==> src/common/reset_seq_defs.svh <==
// constants for the reset pin sequencer: timing counts and start vectors
// assumes the sequencer clock is the bus clock, counts are in its cycles
`ifndef RESET_SEQ_DEFS_SVH
`define RESET_SEQ_DEFS_SVH

// ----------------------------------------------------------------
// timing counts, in bus clock cycles
// ----------------------------------------------------------------
`define SEQ_CNT_W 13
`define OSC_STARTUP_CYCLES 13'h1000
`define PIN_DRIVE_CYCLES 13'h0010
`define PIN_SETTLE_CYCLES 13'h0009

// ----------------------------------------------------------------
// start vector addresses (high byte of each pair)
// ----------------------------------------------------------------
`define VEC_W 16
`define VEC_NORMAL 16'hFFFE
`define VEC_CLOCK_MONITOR 16'hFFFC
`define VEC_WATCHDOG 16'hFFFA

`endif

==> src/common/reset_seq_pkg.sv <==
// types shared by the reset pin sequencer files
// assumes reset_seq_defs.svh is included by the files that need numbers
package reset_seq_pkg;

   // ----------------------------------------------------------------
   // sequence states, gray coded in declaration order, ST_STARTUP through ST_WAIT_HI to ST_RUN
   // ----------------------------------------------------------------
   typedef enum logic [2:0] {
      ST_STARTUP = 3'h0,
      ST_DRIVE   = 3'h1,
      ST_SETTLE  = 3'h3,
      ST_WAIT_HI = 3'h2,
      ST_RUN     = 3'h6
   } seq_state_t;

endpackage

==> src/hdl/reset_hold_sync.sv <==
// core reset holder: asynchronous entry, synchronous two-stage release
// assumes async_req may come from any domain, hold from clk_sys logic
`timescale 1ns/1ps

module reset_hold_sync (
   // clock and reset
   input wire logic clk_sys,
   input wire logic rst,
   // requests
   input wire logic async_req,
   input wire logic hold,
   // result
   output logic core_reset
);

   logic stage1;

   // ----------------------------------------------------------------
   // set at once, clear only after two clean edges
   // ----------------------------------------------------------------
   always_ff @(posedge clk_sys or posedge async_req) begin
      if (async_req) begin
         stage1 <= 1'b1;
         core_reset <= 1'b1;
      end else if (rst || hold) begin
         stage1 <= 1'b1;
         core_reset <= 1'b1;
      end else begin
         stage1 <= 1'b0;
         core_reset <= stage1;
      end
   end

endmodule

==> src/hdl/reset_pin_sequencer.sv <==
// reset pin sequencer: drives the open-drain reset pin, times recovery,
// and picks the start vector from the pin sample and failure latches
// assumes pin and clock-fail inputs are asynchronous, watchdog on clk_sys
//
// Notes on behaviour
// - reset pin is input and open-drain output
// - enter reset asynchronously, leave it synchronously
// - power-on, watchdog, clock fail, external low start sequence
// - any cause drives pin low, clocked sequence
// - power-on or clock fail: 4096 cycle startup hold
// - recovery drives pin low sixteen cycles, releases
// - sample pin nine cycles after release
// - low sample: external, clear latches, normal vector
// - high with clock fail: clock monitor vector
// - high, watchdog only: watchdog vector
// - high, no latch: normal vector
`timescale 1ns/1ps
`include "reset_seq_defs.svh"

module reset_pin_sequencer
   import reset_seq_pkg::*;
(
   // clock and reset
   input wire logic clk_sys,
   input wire logic rst,
   // reset pin, open drain
   input wire logic reset_pin_in,
   output logic reset_pin_out,
   output logic reset_pin_oe,
   // failure detectors
   input wire logic watchdog_enable,
   input wire logic watchdog_timeout,
   input wire logic clock_monitor_enable,
   input wire logic clock_fail,
   // core side
   output logic core_reset,
   output logic [`VEC_W-1:0] start_vector
);

   seq_state_t state;
   seq_state_t next_state;
   logic [`SEQ_CNT_W-1:0] count;
   logic [`SEQ_CNT_W-1:0] next_count;
   logic pin_meta;
   logic pin_sync;
   logic fail_meta;
   logic fail_sync;
   logic watchdog_latch;
   logic clock_fail_latch;
   logic watchdog_event;
   logic clock_fail_event;
   logic external_event;
   logic decide;
   logic sample_low;
   logic async_req;
   logic [`VEC_W-1:0] next_vector;

   // ----------------------------------------------------------------
   // input synchronisers
   // ----------------------------------------------------------------
   always_ff @(posedge clk_sys) begin
      pin_meta <= reset_pin_in;
      pin_sync <= pin_meta;
   end

   always_ff @(posedge clk_sys) begin
      fail_meta <= clock_fail;
      fail_sync <= fail_meta;
   end

   // ----------------------------------------------------------------
   // reset causes
   // ----------------------------------------------------------------
   assign watchdog_event = watchdog_enable && watchdog_timeout;
   assign clock_fail_event = clock_monitor_enable && fail_sync;
   assign external_event = (state == ST_RUN) && !pin_sync;
   assign decide = (state == ST_SETTLE) && (count == '0);
   assign sample_low = !pin_sync;

   // ----------------------------------------------------------------
   // next state and count
   // ----------------------------------------------------------------
   always_comb begin
      next_state = state;
      next_count = count;
      unique case (state)
         ST_STARTUP: begin
            // pin held low for the whole oscillator startup
            if (count == '0) begin
               next_state = ST_DRIVE;
               next_count = `PIN_DRIVE_CYCLES - 13'h0001;
            end else begin
               next_count = count - 13'h0001;
            end
         end
         ST_DRIVE: begin
            if (count == '0) begin
               next_state = ST_SETTLE;
               // two extra cycles cover the pin synchroniser lag
               next_count = `PIN_SETTLE_CYCLES + 13'h0001;
            end else begin
               next_count = count - 13'h0001;
            end
         end
         ST_SETTLE: begin
            if (count == '0) begin
               next_state = sample_low ? ST_WAIT_HI : ST_RUN;
            end else begin
               next_count = count - 13'h0001;
            end
         end
         ST_WAIT_HI: begin
            // external request: leave only once the pin is released
            if (pin_sync) begin
               next_state = ST_RUN;
            end
         end
         ST_RUN: begin
            if (clock_fail_event) begin
               next_state = ST_STARTUP;
               next_count = `OSC_STARTUP_CYCLES - 13'h0001;
            end else if (watchdog_event || external_event) begin
               next_state = ST_DRIVE;
               next_count = `PIN_DRIVE_CYCLES - 13'h0001;
            end
         end
         default: begin
            next_state = ST_STARTUP;
            next_count = `OSC_STARTUP_CYCLES - 13'h0001;
         end
      endcase
   end

   // ----------------------------------------------------------------
   // sequence register
   // ----------------------------------------------------------------
   always_ff @(posedge clk_sys) begin
      if (rst) begin
         // power-on takes the startup hold
         state <= ST_STARTUP;
         count <= `OSC_STARTUP_CYCLES - 13'h0001;
      end else begin
         state <= next_state;
         count <= next_count;
      end
   end

   // ----------------------------------------------------------------
   // failure latches, a new event beats the clear
   // ----------------------------------------------------------------
   always_ff @(posedge clk_sys) begin
      if (rst) begin
         watchdog_latch <= 1'b0;
      end else if (watchdog_event) begin
         watchdog_latch <= 1'b1;
      end else if (decide) begin
         watchdog_latch <= 1'b0;
      end
   end

   always_ff @(posedge clk_sys) begin
      if (rst) begin
         clock_fail_latch <= 1'b0;
      end else if (clock_fail_event) begin
         clock_fail_latch <= 1'b1;
      end else if (decide) begin
         clock_fail_latch <= 1'b0;
      end
   end

   // ----------------------------------------------------------------
   // vector choice at the sample point
   // ----------------------------------------------------------------
   always_comb begin
      next_vector = start_vector;
      if (decide) begin
         if (sample_low) begin
            next_vector = `VEC_NORMAL;
         end else if (clock_fail_latch) begin
            next_vector = `VEC_CLOCK_MONITOR;
         end else if (watchdog_latch) begin
            next_vector = `VEC_WATCHDOG;
         end else begin
            next_vector = `VEC_NORMAL;
         end
      end
   end

   always_ff @(posedge clk_sys) begin
      if (rst) begin
         start_vector <= `VEC_NORMAL;
      end else begin
         start_vector <= next_vector;
      end
   end

   // ----------------------------------------------------------------
   // open-drain pin drive
   // ----------------------------------------------------------------
   always_ff @(posedge clk_sys) begin
      if (rst) begin
         reset_pin_oe <= 1'b1;
         reset_pin_out <= 1'b0;
      end else begin
         // only ever pulls low, never drives high
         reset_pin_oe <= (next_state == ST_STARTUP) || (next_state == ST_DRIVE);
         reset_pin_out <= 1'b0;
      end
   end

   // ----------------------------------------------------------------
   // core reset: asynchronous entry, synchronous release
   // ----------------------------------------------------------------
   // pin low or failed clock must reset the core even with no clock edge
   assign async_req = !reset_pin_in || (clock_monitor_enable && clock_fail);

   reset_hold_sync u_hold (
      .clk_sys(clk_sys),
      .rst(rst),
      .async_req(async_req),
      .hold(state != ST_RUN),
      .core_reset(core_reset)
   );

endmodule

==> config.mk <==
export PLATFORM = sky130hd
export DESIGN_NAME = reset_pin_sequencer
export DESIGN_NICKNAME = d
export VERILOG_FILES = /design/src/common/reset_seq_pkg.sv /design/src/hdl/reset_hold_sync.sv /design/src/hdl/reset_pin_sequencer.sv
export VERILOG_INCLUDE_DIRS = /design/src /design/src/common
export SDC_FILE = /design/constraint.sdc
export NUM_CORES = 1
export LEC_CHECK = 0
export BUFFER_PORTS_ARGS = -buffer_cell sky130_fd_sc_hd__buf_2
export CORE_AREA = 2 2 49 97
export CTS_CLUSTER_DIAMETER = 100
export CTS_CLUSTER_SIZE = 28
export DETAILED_ROUTE_END_ITERATION = 7
export DIE_AREA = 0 0 51 99
export PLACE_DENSITY = 0.51
export SYNTH_ARGS = -nofsm -noshare
export SYNTH_HDL_FRONTEND = slang
export SYNTH_SLANG_ARGS = --single-unit
==> constraint.sdc <==
create_clock -name clk_sys -period 2.6 [get_ports clk_sys]
set_input_delay 0.65 -clock clk_sys [delete_from_list [all_inputs] [get_ports clk_sys]]
set_output_delay 0.65 -clock clk_sys [all_outputs]
set_load 0.05 [all_outputs]
=== After elaboration in Yosys (flattened, before gate mapping) ===
Index checks and enable logic that the tools add are counted.

* Output and inout bits: 19
* Logic and storage cells: 61
* Input bits: 7
* Register bits: 41

* Muxes and demuxes: 22
* Equal/unequal tests: 8
* Reductions and logical operators: 17
* Bitwise logic cells: 1
* Add/subtract/negate cells: 1

{| class="wikitable"
|+ Operators with widths
! kind !! number
|-
| 2-to-1 mux 13 bit || 5
|-
| case mux 13 bit (5 select lines) || 1
|-
| 2-to-1 mux 3 bit || 10
|-
| case mux 3 bit (5 select lines) || 1
|-
| logical NOT 13 bit || 1
|-
| subtractor 13 x 1 -> 13 bit (second input constant) || 1
|-
| equality test 3 x 1 -> 1 bit (second input constant) || 2
|-
| equality test 3 x 2 -> 1 bit (second input constant) || 2
|-
| logical NOT 3 bit || 2
|-
| logical AND 1 bit || 5
|-
| 2-to-1 mux 1 bit || 5
|-
| logical OR 1 bit || 4
|-
| nonzero test 2 bit || 2
|-
| equality test 3 bit (second input constant) || 1
|-
| inequality test 3 x 2 -> 1 bit (second input constant) || 1
|-
| inequality test 3 bit (second input constant) || 1
|-
| AND reduction 3 bit || 1
|-
| logical NOT 1 bit || 2
|-
| inequality test 2 bit (second input constant) || 1
|-
| NOT 1 bit || 1
|}

=== Depth between registers and ports, before layout ===
Gate-level depths: netlist (run 1).

* Depth in word-level cells: 8
* Mapped depth: 8
* Mapped depth without buffers: 7

=== Hierarchy ===
Synthesis (run 1) repeated with hierarchy kept, for this count alone.

* Cells, all modules: 166
* Area, all modules: 1386.3 um2

{| class="wikitable"
|+ By module, submodules not included
! module !! area each (um2) !! instances !! sequential area each (um2) !! cells each
|-
| reset_pin_sequencer || 1317.5 || 1 || 500.5 || 161
|-
| reset_hold_sync || 68.8 || 1 || 52.6 || 5
|}

=== Least setup slack after synthesis (run 1) ===
No wires, ideal clock.

* Path kind: register -> register
* Start point: reg count[0]
* End point: reg count[5]
* Data required time: 2478 ps
* Arrival: 2195 ps
* Stages on the path, launching flop included: 8
* Library setup time: 122 ps
* Buffers on the path: 0
* Period minus slack after synthesis: 2317 ps
* Slack: 283 ps
* Cell sequence: dfxtp_1 -> inv_1 -> ha_1 -> or4b_4 -> or4_4 -> o21ai_4 -> o31ai_2 -> a221o_1

* Longest elaborated chain between the ends: 3
* Elaborated cells between the ends (all ways): 8
* Those cells by class: add/sub (1); eq/ne (1); mux (4); reduce/logical (2)

{| class="wikitable"
|+ RTL lines
! what !! line !! source
|-
| from (decl) || reset_pin_sequencer.sv:42 || <nowiki>logic [`SEQ_CNT_W-1:0] count;</nowiki>
|-
| from (signal assigned) || reset_pin_sequencer.sv:141 || <nowiki>count <= `OSC_STARTUP_CYCLES - 13'h0001;</nowiki>
|-
| from (signal assigned) || reset_pin_sequencer.sv:144 || <nowiki>count <= next_count;</nowiki>
|-
| subtractor 13 x 1 -> 13 bit or logical NOT 13 bit (tied branches) || - ||
|-
| 2-to-1 mux 13 bit (tied with other cells) || reset_pin_sequencer.sv:106 || <nowiki>if (count == '0) begin</nowiki>
|-
| case mux 13 bit (5 select lines) or AND reduction 3 bit (tied branches) || - ||
|}

Several ways; a longest one is shown, not always the timed one. The select of a mux whose other input is x is not followed.
A chain may end at the register's enable or synchronous reset.

=== Final worst setup path (run 1) ===
Same ends and word-level chain as after synthesis.

==> impl_results.md, run 1 <==
* First-pass DRT Iterations at 4
* Setup CP Type: register to register
* Post-synth EDFFs at 0
* Switching pwr at 0.000210 W
* R2R Path End: count[5]
* CTS tree: done
* Starting Density at 34.1%
* Setup TNS at 0 ns
* GPL Wtd Cong at 0.873
* Routed WL at 3640 µm
* Post-Synthesis Cells at 168
* CTS sink count at 27
* CP Capture Type: register
* Critical-path maximum fanout at 6
* Status: finished, final reports clean
* Comb pwr share at 10.8%
* Vias at 1226
* Core Region at 4300 µm²
* DRC violations left at 0
* Leak at 0.594 nW
* Most frequent cell after synthesis: dfxtp_1
* Synth unique cells at 55
* Rel. slew slack at 64.4%
* Worst Path Required at 2.78 ns
* Hold Path Origin: fail_meta
* Hold Path Class: register to register
* Io pins at 26
* Top_reg_cell synth: dfxtp_1
* Setup crit end: count[5]
* Sequential share of the synthesized area at 37.7%
* Int Pwr at 0.000547 W
* Most instantiated cells after synthesis: dfxtp_1, nand2_1, buf_4
* Net Sw Frac at 27.8%
* Setup bufs post-CTS at 0
* Critical path origin: count[0]
* Drt wl/cell at 15.6 µm
* #FFs+latches synth at 27
* RR Startpoint: count[0]
* Worst vdd ir at 0.339 mV
* Gr usage total at 15.5%
* Area delta synth->final at 7.00%
* Layout cell share with drive strength beyond 1 at 20.6%
* Share of the synthesized area in the top cell type at 34.1%
* Detailed Route Iter0 Violations at 33
* Final Hold Vio Count at 0
* Die area at 5050 µm²
* Hold Path Depth at 0
* WP data arrival at 2.68 ns
* Maximum number of pins on one net before global-route repair at 20
* Worst-case clock skew at 0.00701 ns
* Site Rows at 34
* # diodes at 0
* Nature of the critical path startpoint: register
* Ys Warns at 0
* Antenna violations before repair at 0
* PostCTS Resize Cnt at 0
* Hpwl dp at 2860 µm
* Die height at 99 µm
* Reg2Reg Depth at 7
* CTS Buffer Depth at 2
* Fin crit share at 96.1%
* IO Port Bufs at 10
* Later-pin clock latency in the skew report at 0.28 ns
* Top area cells in the synthesized netlist: dfxtp_1, buf_4, nand2_1, a21oi_1, dfstp_2
* # hold bufs at CTS at 0
* Number of global-route vias before repair at 1328
* DIE WIDTH at 51 µm
* Fin area at 1570 µm²
* Tmin final at 2.50 ns
* Total grt overflow at 0
* P per Cell Area at 483 nW/µm²
* RSZ-0062 raised after global routing: false
* FMAX at 400 MHz
* Reg power frac at 56.9%
* H-tree levels at 1
* Dpl cell area at 1520 µm²
* Final setup violation count at 0
* Post-Syn Area per Cell at 8.73 µm²
* Final Max Slew Viols at 0
* Synth area leader: dfxtp_1
* Cell Area, Synth at 1470 µm²
* Final nets at 189
* Clock slew at reported path FFs at 0.10 ns
* First-pass GRT wire length at 6040 µm
* CTS root buf: clkbuf_8
* R2R Setup Slk at 0.10 ns
* Worst-margin pin slew at 0.530 ns
* Vias/cell at 5.24
* Cts bufs inserted at 3
* Fraction of registers with async set/reset at 7.41%
* Clock power frac at 32.4%
* ANT nets after route at 0
* Maxcap violations at 0
* Filler cells at 446
-- cell families (layout without fill, tap and decap cells) --
family,count (synthesis),after routing,share of synthesized area (%)
xor+xnor,1,1,0.597
mux,1,1,0.683
fa+ha+maj,2,2,1.62
flops,27,27,37.7
compound gates,45,45,22.4
simple gates,65,65,25.1
buf+inv,25,24,11.3
other cells,2,15,0.512
-- flip-flops by register name (all words and copies together) (netlist names) --
| signal | count |
|---|---|
| count | 13 |
| state | 3 |
| start_vector | 2 |
| clock_fail_latch | 1 |
| fail_meta | 1 |
| fail_sync | 1 |
| pin_meta | 1 |
| pin_sync | 1 |
| reset_pin_oe | 1 |
| u_hold.core_reset | 1 |
| u_hold.stage1 | 1 |
| watchdog_latch | 1 |
-- power by group through the flow --
stage | combinational [W] | clock [W] | sequential [W]
final | 0.0000814 | 0.000245 | 0.000431
after global routing | 0.0000883 | 0.000260 | 0.000432
after CTS | 0.0000809 | 0.000249 | 0.000431
after detailed placement | 0.0000808 | 0 | 0.000440
after global placement | 0.0000810 | 0 | 0.000440
after floorplan | 0.0000923 | 0 | 0.000437
-- how the worst min path moves through the flow --
stage                      endpoint
after global placement    fail_sync
after floorplan           fail_sync
after global routing      fail_sync
after CTS                  pin_sync
final                     fail_sync
after detailed placement   pin_sync
-- placed cells by master (no fill, tap or decap), types with 3 or more instances in the layout --
cell type  count
nor2_1         8
clkbuf_8       3
buf_2         10
a21oi_1       11
or2_2          4
nand4_1        3
o21ai_0        6
buf_4          5
nand2_1       16
conb_1        15
inv_1          5
nand3_1        3
dfxtp_1       25
nor3_1         9
o21bai_1       3
nand2b_1       3
-- critical path, cell delays in order (launching register included) --
cell and delay [ns]:
dfxtp_1 0.33, inv_1 0.08, ha_1 0.26, or4b_4 0.52, or4_4 0.54, o21ai_4 0.24
o31ai_2 0.08, a221o_1 0.34
-- per-stage QoR --
step	instances	hold slack [ns]	utilization (%)	power [W]	setup WS, ns
floorplan	181	0.310	-	0.000529	0.283
global placement	230	0.316	35.4	0.000521	0.186
detailed placement	230	0.314	35.4	0.000521	0.133
CTS	234	0.338	36.5	0.000760	0.110
global route	234	0.347	36.5	0.000780	0.0101
finish	234	0.335	36.5	0.000757	0.101
-- final cells by class --
class | instances | area, µm² | area share [%]
Sequential cell | 27 | 553 | 35.2
Inverter | 5 | 18.8 | 1.20
Clock buffer | 3 | 41.3 | 2.63
Timing Repair Buffer | 15 | 87.6 | 5.58
Multi-Input combinational cell | 129 | 796 | 50.7
Clock inverter | 1 | 5.00 | 0.319
Tap cell | 54 | 67.6 | 4.31
-- routing by layer --
metal	wire length (µm)	track usage, %	vias up
met3	70	1.82	15
met4	173	10.6	0
li1	-	-	603
met1	1350	15.3	581
met5	0	0	-
met2	2040	28.4	27
Note: power is estimated with default switching activity, not from simulation.
==> run 2, diff against run 1 <==
Settings changed: CORE_AREA 2 2 49 97 to 2 2 76 63, DIE_AREA 0 0 51 99 to 0 0 78 65, PLACE_DENSITY 0.51 to 0.53.
Clock period 2.6 ns to 2.1 ns, I/O delays scaled along.
==> run 2 against run 1 <==
- the run now ends with negative setup slack left
- die area grew 0.42%
- clock power up 29%
- utilization is 5.2 points higher
- register-to-register slack worse by 0.21 ns
- clock skew up 0.0048 ns
- wire length decreased by 6.0%
- sequential share of layout area is 4.9 points lower
- critical path depth is 2 lower
- power rose by 28%
- via count up 9.5%
- sequential power is 23% higher
- non-clock buffer count is 25 higher
==> impl_results.md, run 2 (synthesis results as in run 1) <==
* Later-pin clock latency in the skew report at 0.29 ns
* IO Port Bufs at 10
* Worst Path Required at 2.27 ns
* Largest register FFs at 13
* Reg area at 558 µm²
* CP Capture Type: register
* Detailed Route Iter0 Violations at 97
* # hold bufs at CTS at 0
* Io pins at 26
* Place WS at -0.0909 ns
* # diodes at 0
* R2R Setup Slk at -0.10 ns
* Number of global-route vias before repair at 1196
* Cts bufs inserted at 3
* DIE WIDTH at 78 µm
* Biggest regs: count x13, state x3, start_vector x2
* Area delta synth->final at 25.3%
* Final Max Slew Viols at 0
* CTS tree: done
* Final setup margin at -0.105 ns
* Nature of the critical path startpoint: register
* Site Rows at 22
* Starting Density at 33.3%
* Final setup violation count at 5
* Leak at 0.719 nW
* Most frequent cells in the layout: buf_4, dfxtp_1, nand2_1
* RR Startpoint: count[11]
* ANT nets after route at 0
* Routed WL at 3420 µm
* Rel. slew slack at 64.0%
* Filler cells at 442
* Hold Path Depth at 0
* Vias at 1343
* Total grt overflow at 0
* Final Hold Vio Count at 0
* CTS sink count at 27
* CTS root buf: clkbuf_8
* Hpwl dp at 2560 µm
* Worst-case clock skew at 0.0118 ns
* Fin crit share at 105%
* Clock slew at reported path FFs at 0.11 ns
* P per Cell Area at 526 nW/µm²
* Final nets at 214
* R2R Path End: count[6]
* CTS Buffer Depth at 2
* Layout cell share with drive strength beyond 1 at 36.1%
* Setup CP Type: register to register
* Failing checks: negative setup slack
* Critical-path maximum fanout at 4
* Die height at 65 µm
* Worst-margin pin slew at 0.538 ns
* Antenna violations before repair at 0
* FMAX at 454 MHz
* Vias/cell at 5.07
* Final core utilization at 41.7%
* Worst Hold Endpoint: fail_sync
* Status: finished, violations left
* DRC violations left at 0
* Maxcap violations at 0
* Die area at 5070 µm²
* Maximum number of pins on one net before global-route repair at 20
* Largest Register: count
* H-tree levels at 1
* Hold Path Class: register to register
* Drt wl/cell at 12.9 µm
* Tmin final at 2.20 ns
* Setup TNS at -0.286 ns
* Hold Path Origin: fail_meta
* Post-layout total power at 0.000967 W
* RSZ-0062 raised after global routing: true
* Area of the multi-input gates at 855 µm²
* Core Region at 4400 µm²
* Most common cell after layout, fill and taps aside: buf_4
* First-pass DRT Iterations at 4
* GPL Wtd Cong at 0.954
* Reg2Reg Depth at 5
* Worst vdd ir at 0.273 mV
* WP data arrival at 2.37 ns
* Gr usage total at 13.9%
* First-pass GRT wire length at 5690 µm
run 2: cell count changes in the layout (fill, tap and decap cells not counted), sizes merged:
| cell | previous run | this run |
|---|---|---|
| buf | 15 | 40 |
| clkinv | 1 | 0 |
| clkinvlp | 0 | 1 |
run 2: stage by stage:
step	cell area (µm²)	instances	hold WS [ns]
global route	1840	265	0.341
floorplan	1530	181	0.310
CTS	1780	264	0.343
detailed placement	1730	260	0.319
global placement	1730	260	0.310
finish	1840	265	0.345
run 2: how the worst max path moves through the flow:
stage | from | end | depth (start not counted) | slack, ns
floorplan | count[1] | count[5] | 7 | -0.07
global placement | count[1] | count[1] | 8 | -0.09
detailed placement | count[0] | count[2] | 8 | -0.09
CTS | count[1] | count[2] | 8 | -0.07
global route | count[0] | count[5] | 7 | -0.12
finish | count[11] | count[6] | 5 | -0.10
run 2: final cells by class:
type | instances | area share, %
clock inverter | 1 | 0.408
inverter | 5 | 1.02
timing repair buffer | 40 | 15.4
sequential | 27 | 30.4
clock buffer | 3 | 2.25
tap | 60 | 4.08
multi-input combinational | 129 | 46.5
run 2: timing repair:
action	in CTS	in global routing
endpoints found under the hold margin	0	0
gates resized for setup	3	11
setup buffers	0	1
pin swaps	3	6
setup endpoints to repair	8	10
run 2: metal layers:
| metal | track usage (%) | wire length [µm] |
|---|---|---|
| met2 | 22.1 | 1590 |
| met1 | 19.1 | 1600 |
| met4 | 5.70 | 36 |
| met3 | 1.53 | 194 |
| met5 | 0 | 0 |
run 2: power breakdown:
group / switching, W / internal (W)
sequential: 0.00000652 / 0.000525
combinational: 0.0000895 / 0.0000301
clock: 0.000180 / 0.000135
run 2: critical path, cell delays in order (launching register included):
cell	delay [ns]
dfxtp_2	0.34
or4_4	0.57
or4_4	0.58
o21ai_4	0.20
o41ai_1	0.09
a221o_1	0.30
==> run 3, diff against run 2 <==
Settings changed: CELL_PAD_IN_SITES_DETAIL_PLACEMENT set to 1, CELL_PAD_IN_SITES_GLOBAL_PLACEMENT set to 2, GPL_TIMING_DRIVEN set to 0, PLACE_DENSITY 0.53 to 0.79.
Clock period 2.1 ns to 2.77 ns, I/O delays scaled along.
==> run 3 against run 2 <==
- the flow now finishes without violations
- register-to-register slack gained 0.31 ns
- maximum frequency shrank 14%
- via count decreased by 3.3%
- worst setup slack better by 0.31 ns
- critical path type unchanged
- highest routed layer unchanged
==> impl_results.md, run 3 (synthesis results as in run 1) <==
* Status: finished, final reports clean
* # diodes at 0
* Largest register FFs at 13
* Antenna violations before repair at 0
* Site Rows at 22
* Nature of the critical path startpoint: register
* RR Startpoint: count[0]
* Final Hold Vio Count at 0
* GR Layer Usage met3 at 2.23%
* Tmin final at 2.57 ns
* Worst vdd ir at 0.162 mV
* CTS tree: done
* CTS Buffer Depth at 2
* Vias/cell at 5.11
* Layout cell share with drive strength beyond 1 at 24.7%
* GPL Wtd Cong at 0.818
* R2R Path End: count[5]
* DIE WIDTH at 78 µm
* Final Max Slew Viols at 0
* Most frequent cells in the layout: dfxtp_1, nand2_1, buf_4, conb_1, a21oi_1
* Fin crit share at 92.7%
* P per Cell Area at 442 nW/µm²
* Hold Path Origin: pin_meta
* CP Capture Type: register
* Detailed Route Iter0 Violations at 57
* Vias at 1299
* RSZ-0062 raised after global routing: false
* Later-pin clock latency in the skew report at 0.29 ns
* Clock slew at reported path FFs at 0.10 ns
* GRT busiest layer: met2
* CTS sink count at 27
* WP data arrival at 2.75 ns
* Drt wl/cell at 14.9 µm
* Critical-path maximum fanout at 6
* Setup crit end: count[5]
* Worst-case clock skew at 0.00470 ns
* Largest Register: count
* Rel. slew slack at 65.6%
* Total grt overflow at 0
* Met1 Use GR at 22.6%
* Hpwl dp at 2790 µm
* Maxcap violations at 0
* Setup bufs post-CTS at 0
* Starting Density at 33.3%
* Setup CP Type: register to register
* Reg2Reg Depth at 7
* CTS root buf: clkbuf_8
* R2R Setup Slk at 0.20 ns
* ANT nets after route at 0
* IO Port Bufs at 9
* Gr usage total at 15.7%
* GR Util met2 at 24.0%
* Die height at 65 µm
* Hold Path Class: register to register
* Maximum number of pins on one net before global-route repair at 17
* Worst-margin pin slew at 0.514 ns
* Routed WL at 3780 µm
* Worst Path Required at 2.95 ns
* Setup TNS at 0 ns
* FMAX at 390 MHz
* Area delta synth->final at 15.3%
* DRC violations left at 0
* Cts bufs inserted at 3
* Most common cell after layout, fill and taps aside: dfxtp_1
* Post-layout total power at 0.000748 W
* First-pass GRT wire length at 6290 µm
* Io pins at 26
* Number of global-route vias before repair at 1219
* Leak at 0.648 nW
* Die area at 5070 µm²
* H-tree levels at 1
* Core Region at 4400 µm²
* First-pass DRT Iterations at 4
* Final setup violation count at 0
* Final nets at 203
* Biggest regs: count x13, state x3, start_vector x2
* Critical path origin: count[0]
-- run 3: cell count changes in the layout (fill, tap and decap cells not counted), moves of 2 or more --
cell      change
buf_4        -13
clkbuf_1      +3
dfxtp_1       +4
dfxtp_2       -4
inv_1         +2
inv_2         -2
nor3_1        +3
nor3_4        -2
-- run 3: worst min path at each step --
stage                     end  slack, ns  depth (start not counted)
floorplan           fail_sync       0.31                          0
global placement     pin_sync       0.31                          0
detailed placement   pin_sync       0.31                          0
CTS                  pin_sync       0.34                          0
global route         pin_sync       0.35                          0
finish               pin_sync       0.34                          0
-- run 3: critical path, cell delays in order, from the launching register on --
cell and delay (ns):
dfxtp_1 0.34, inv_1 0.08, ha_1 0.29, or4b_4 0.54, or4_4 0.55, o21ai_4 0.25
o31ai_2 0.08, a221o_1 0.34
-- run 3: through the flow --
stage	worst slack [ns]	instances	hold WS [ns]	utilization (%)	area, µm²
after floorplan	0.453	181	0.310	-	1520
final	0.203	254	0.339	38.4	1690
after CTS	0.198	254	0.340	38.2	1680
after global routing	0.103	254	0.351	38.4	1690
after global placement	0.228	250	0.311	37.1	1640
after detailed placement	0.217	250	0.315	37.1	1640
-- run 3: power breakdown --
group,internal [W],switching (W)
sequential,0.000398,0.00000564
clock,0.000103,0.000143
combinational,0.0000318,0.0000671
-- run 3: what timing repair did --
| item | CTS | global route |
|---|---|---|
| hold buffers | 0 | 0 |
| gates resized for setup | 0 | 1 |
| endpoints found under the setup margin | 0 | 1 |
-- run 3: final cells by class --
type	instances	area (µm²)
fill	561	2710
inverter	5	18.8
timing repair buffer	9	45.0
clock buffer	3	41.3
multi-input combinational	129	802
sequential	27	553
buffer	20	148
clock inverter	1	7.51
tap	60	75.1
-- run 3: layer usage --
metal | up-vias | part of all wire, %
li1 | 634 | -
met3 | 7 | 2.8
met1 | 634 | 50
met2 | 24 | 46
met4 | 0 | 1.8
met5 | - | 0
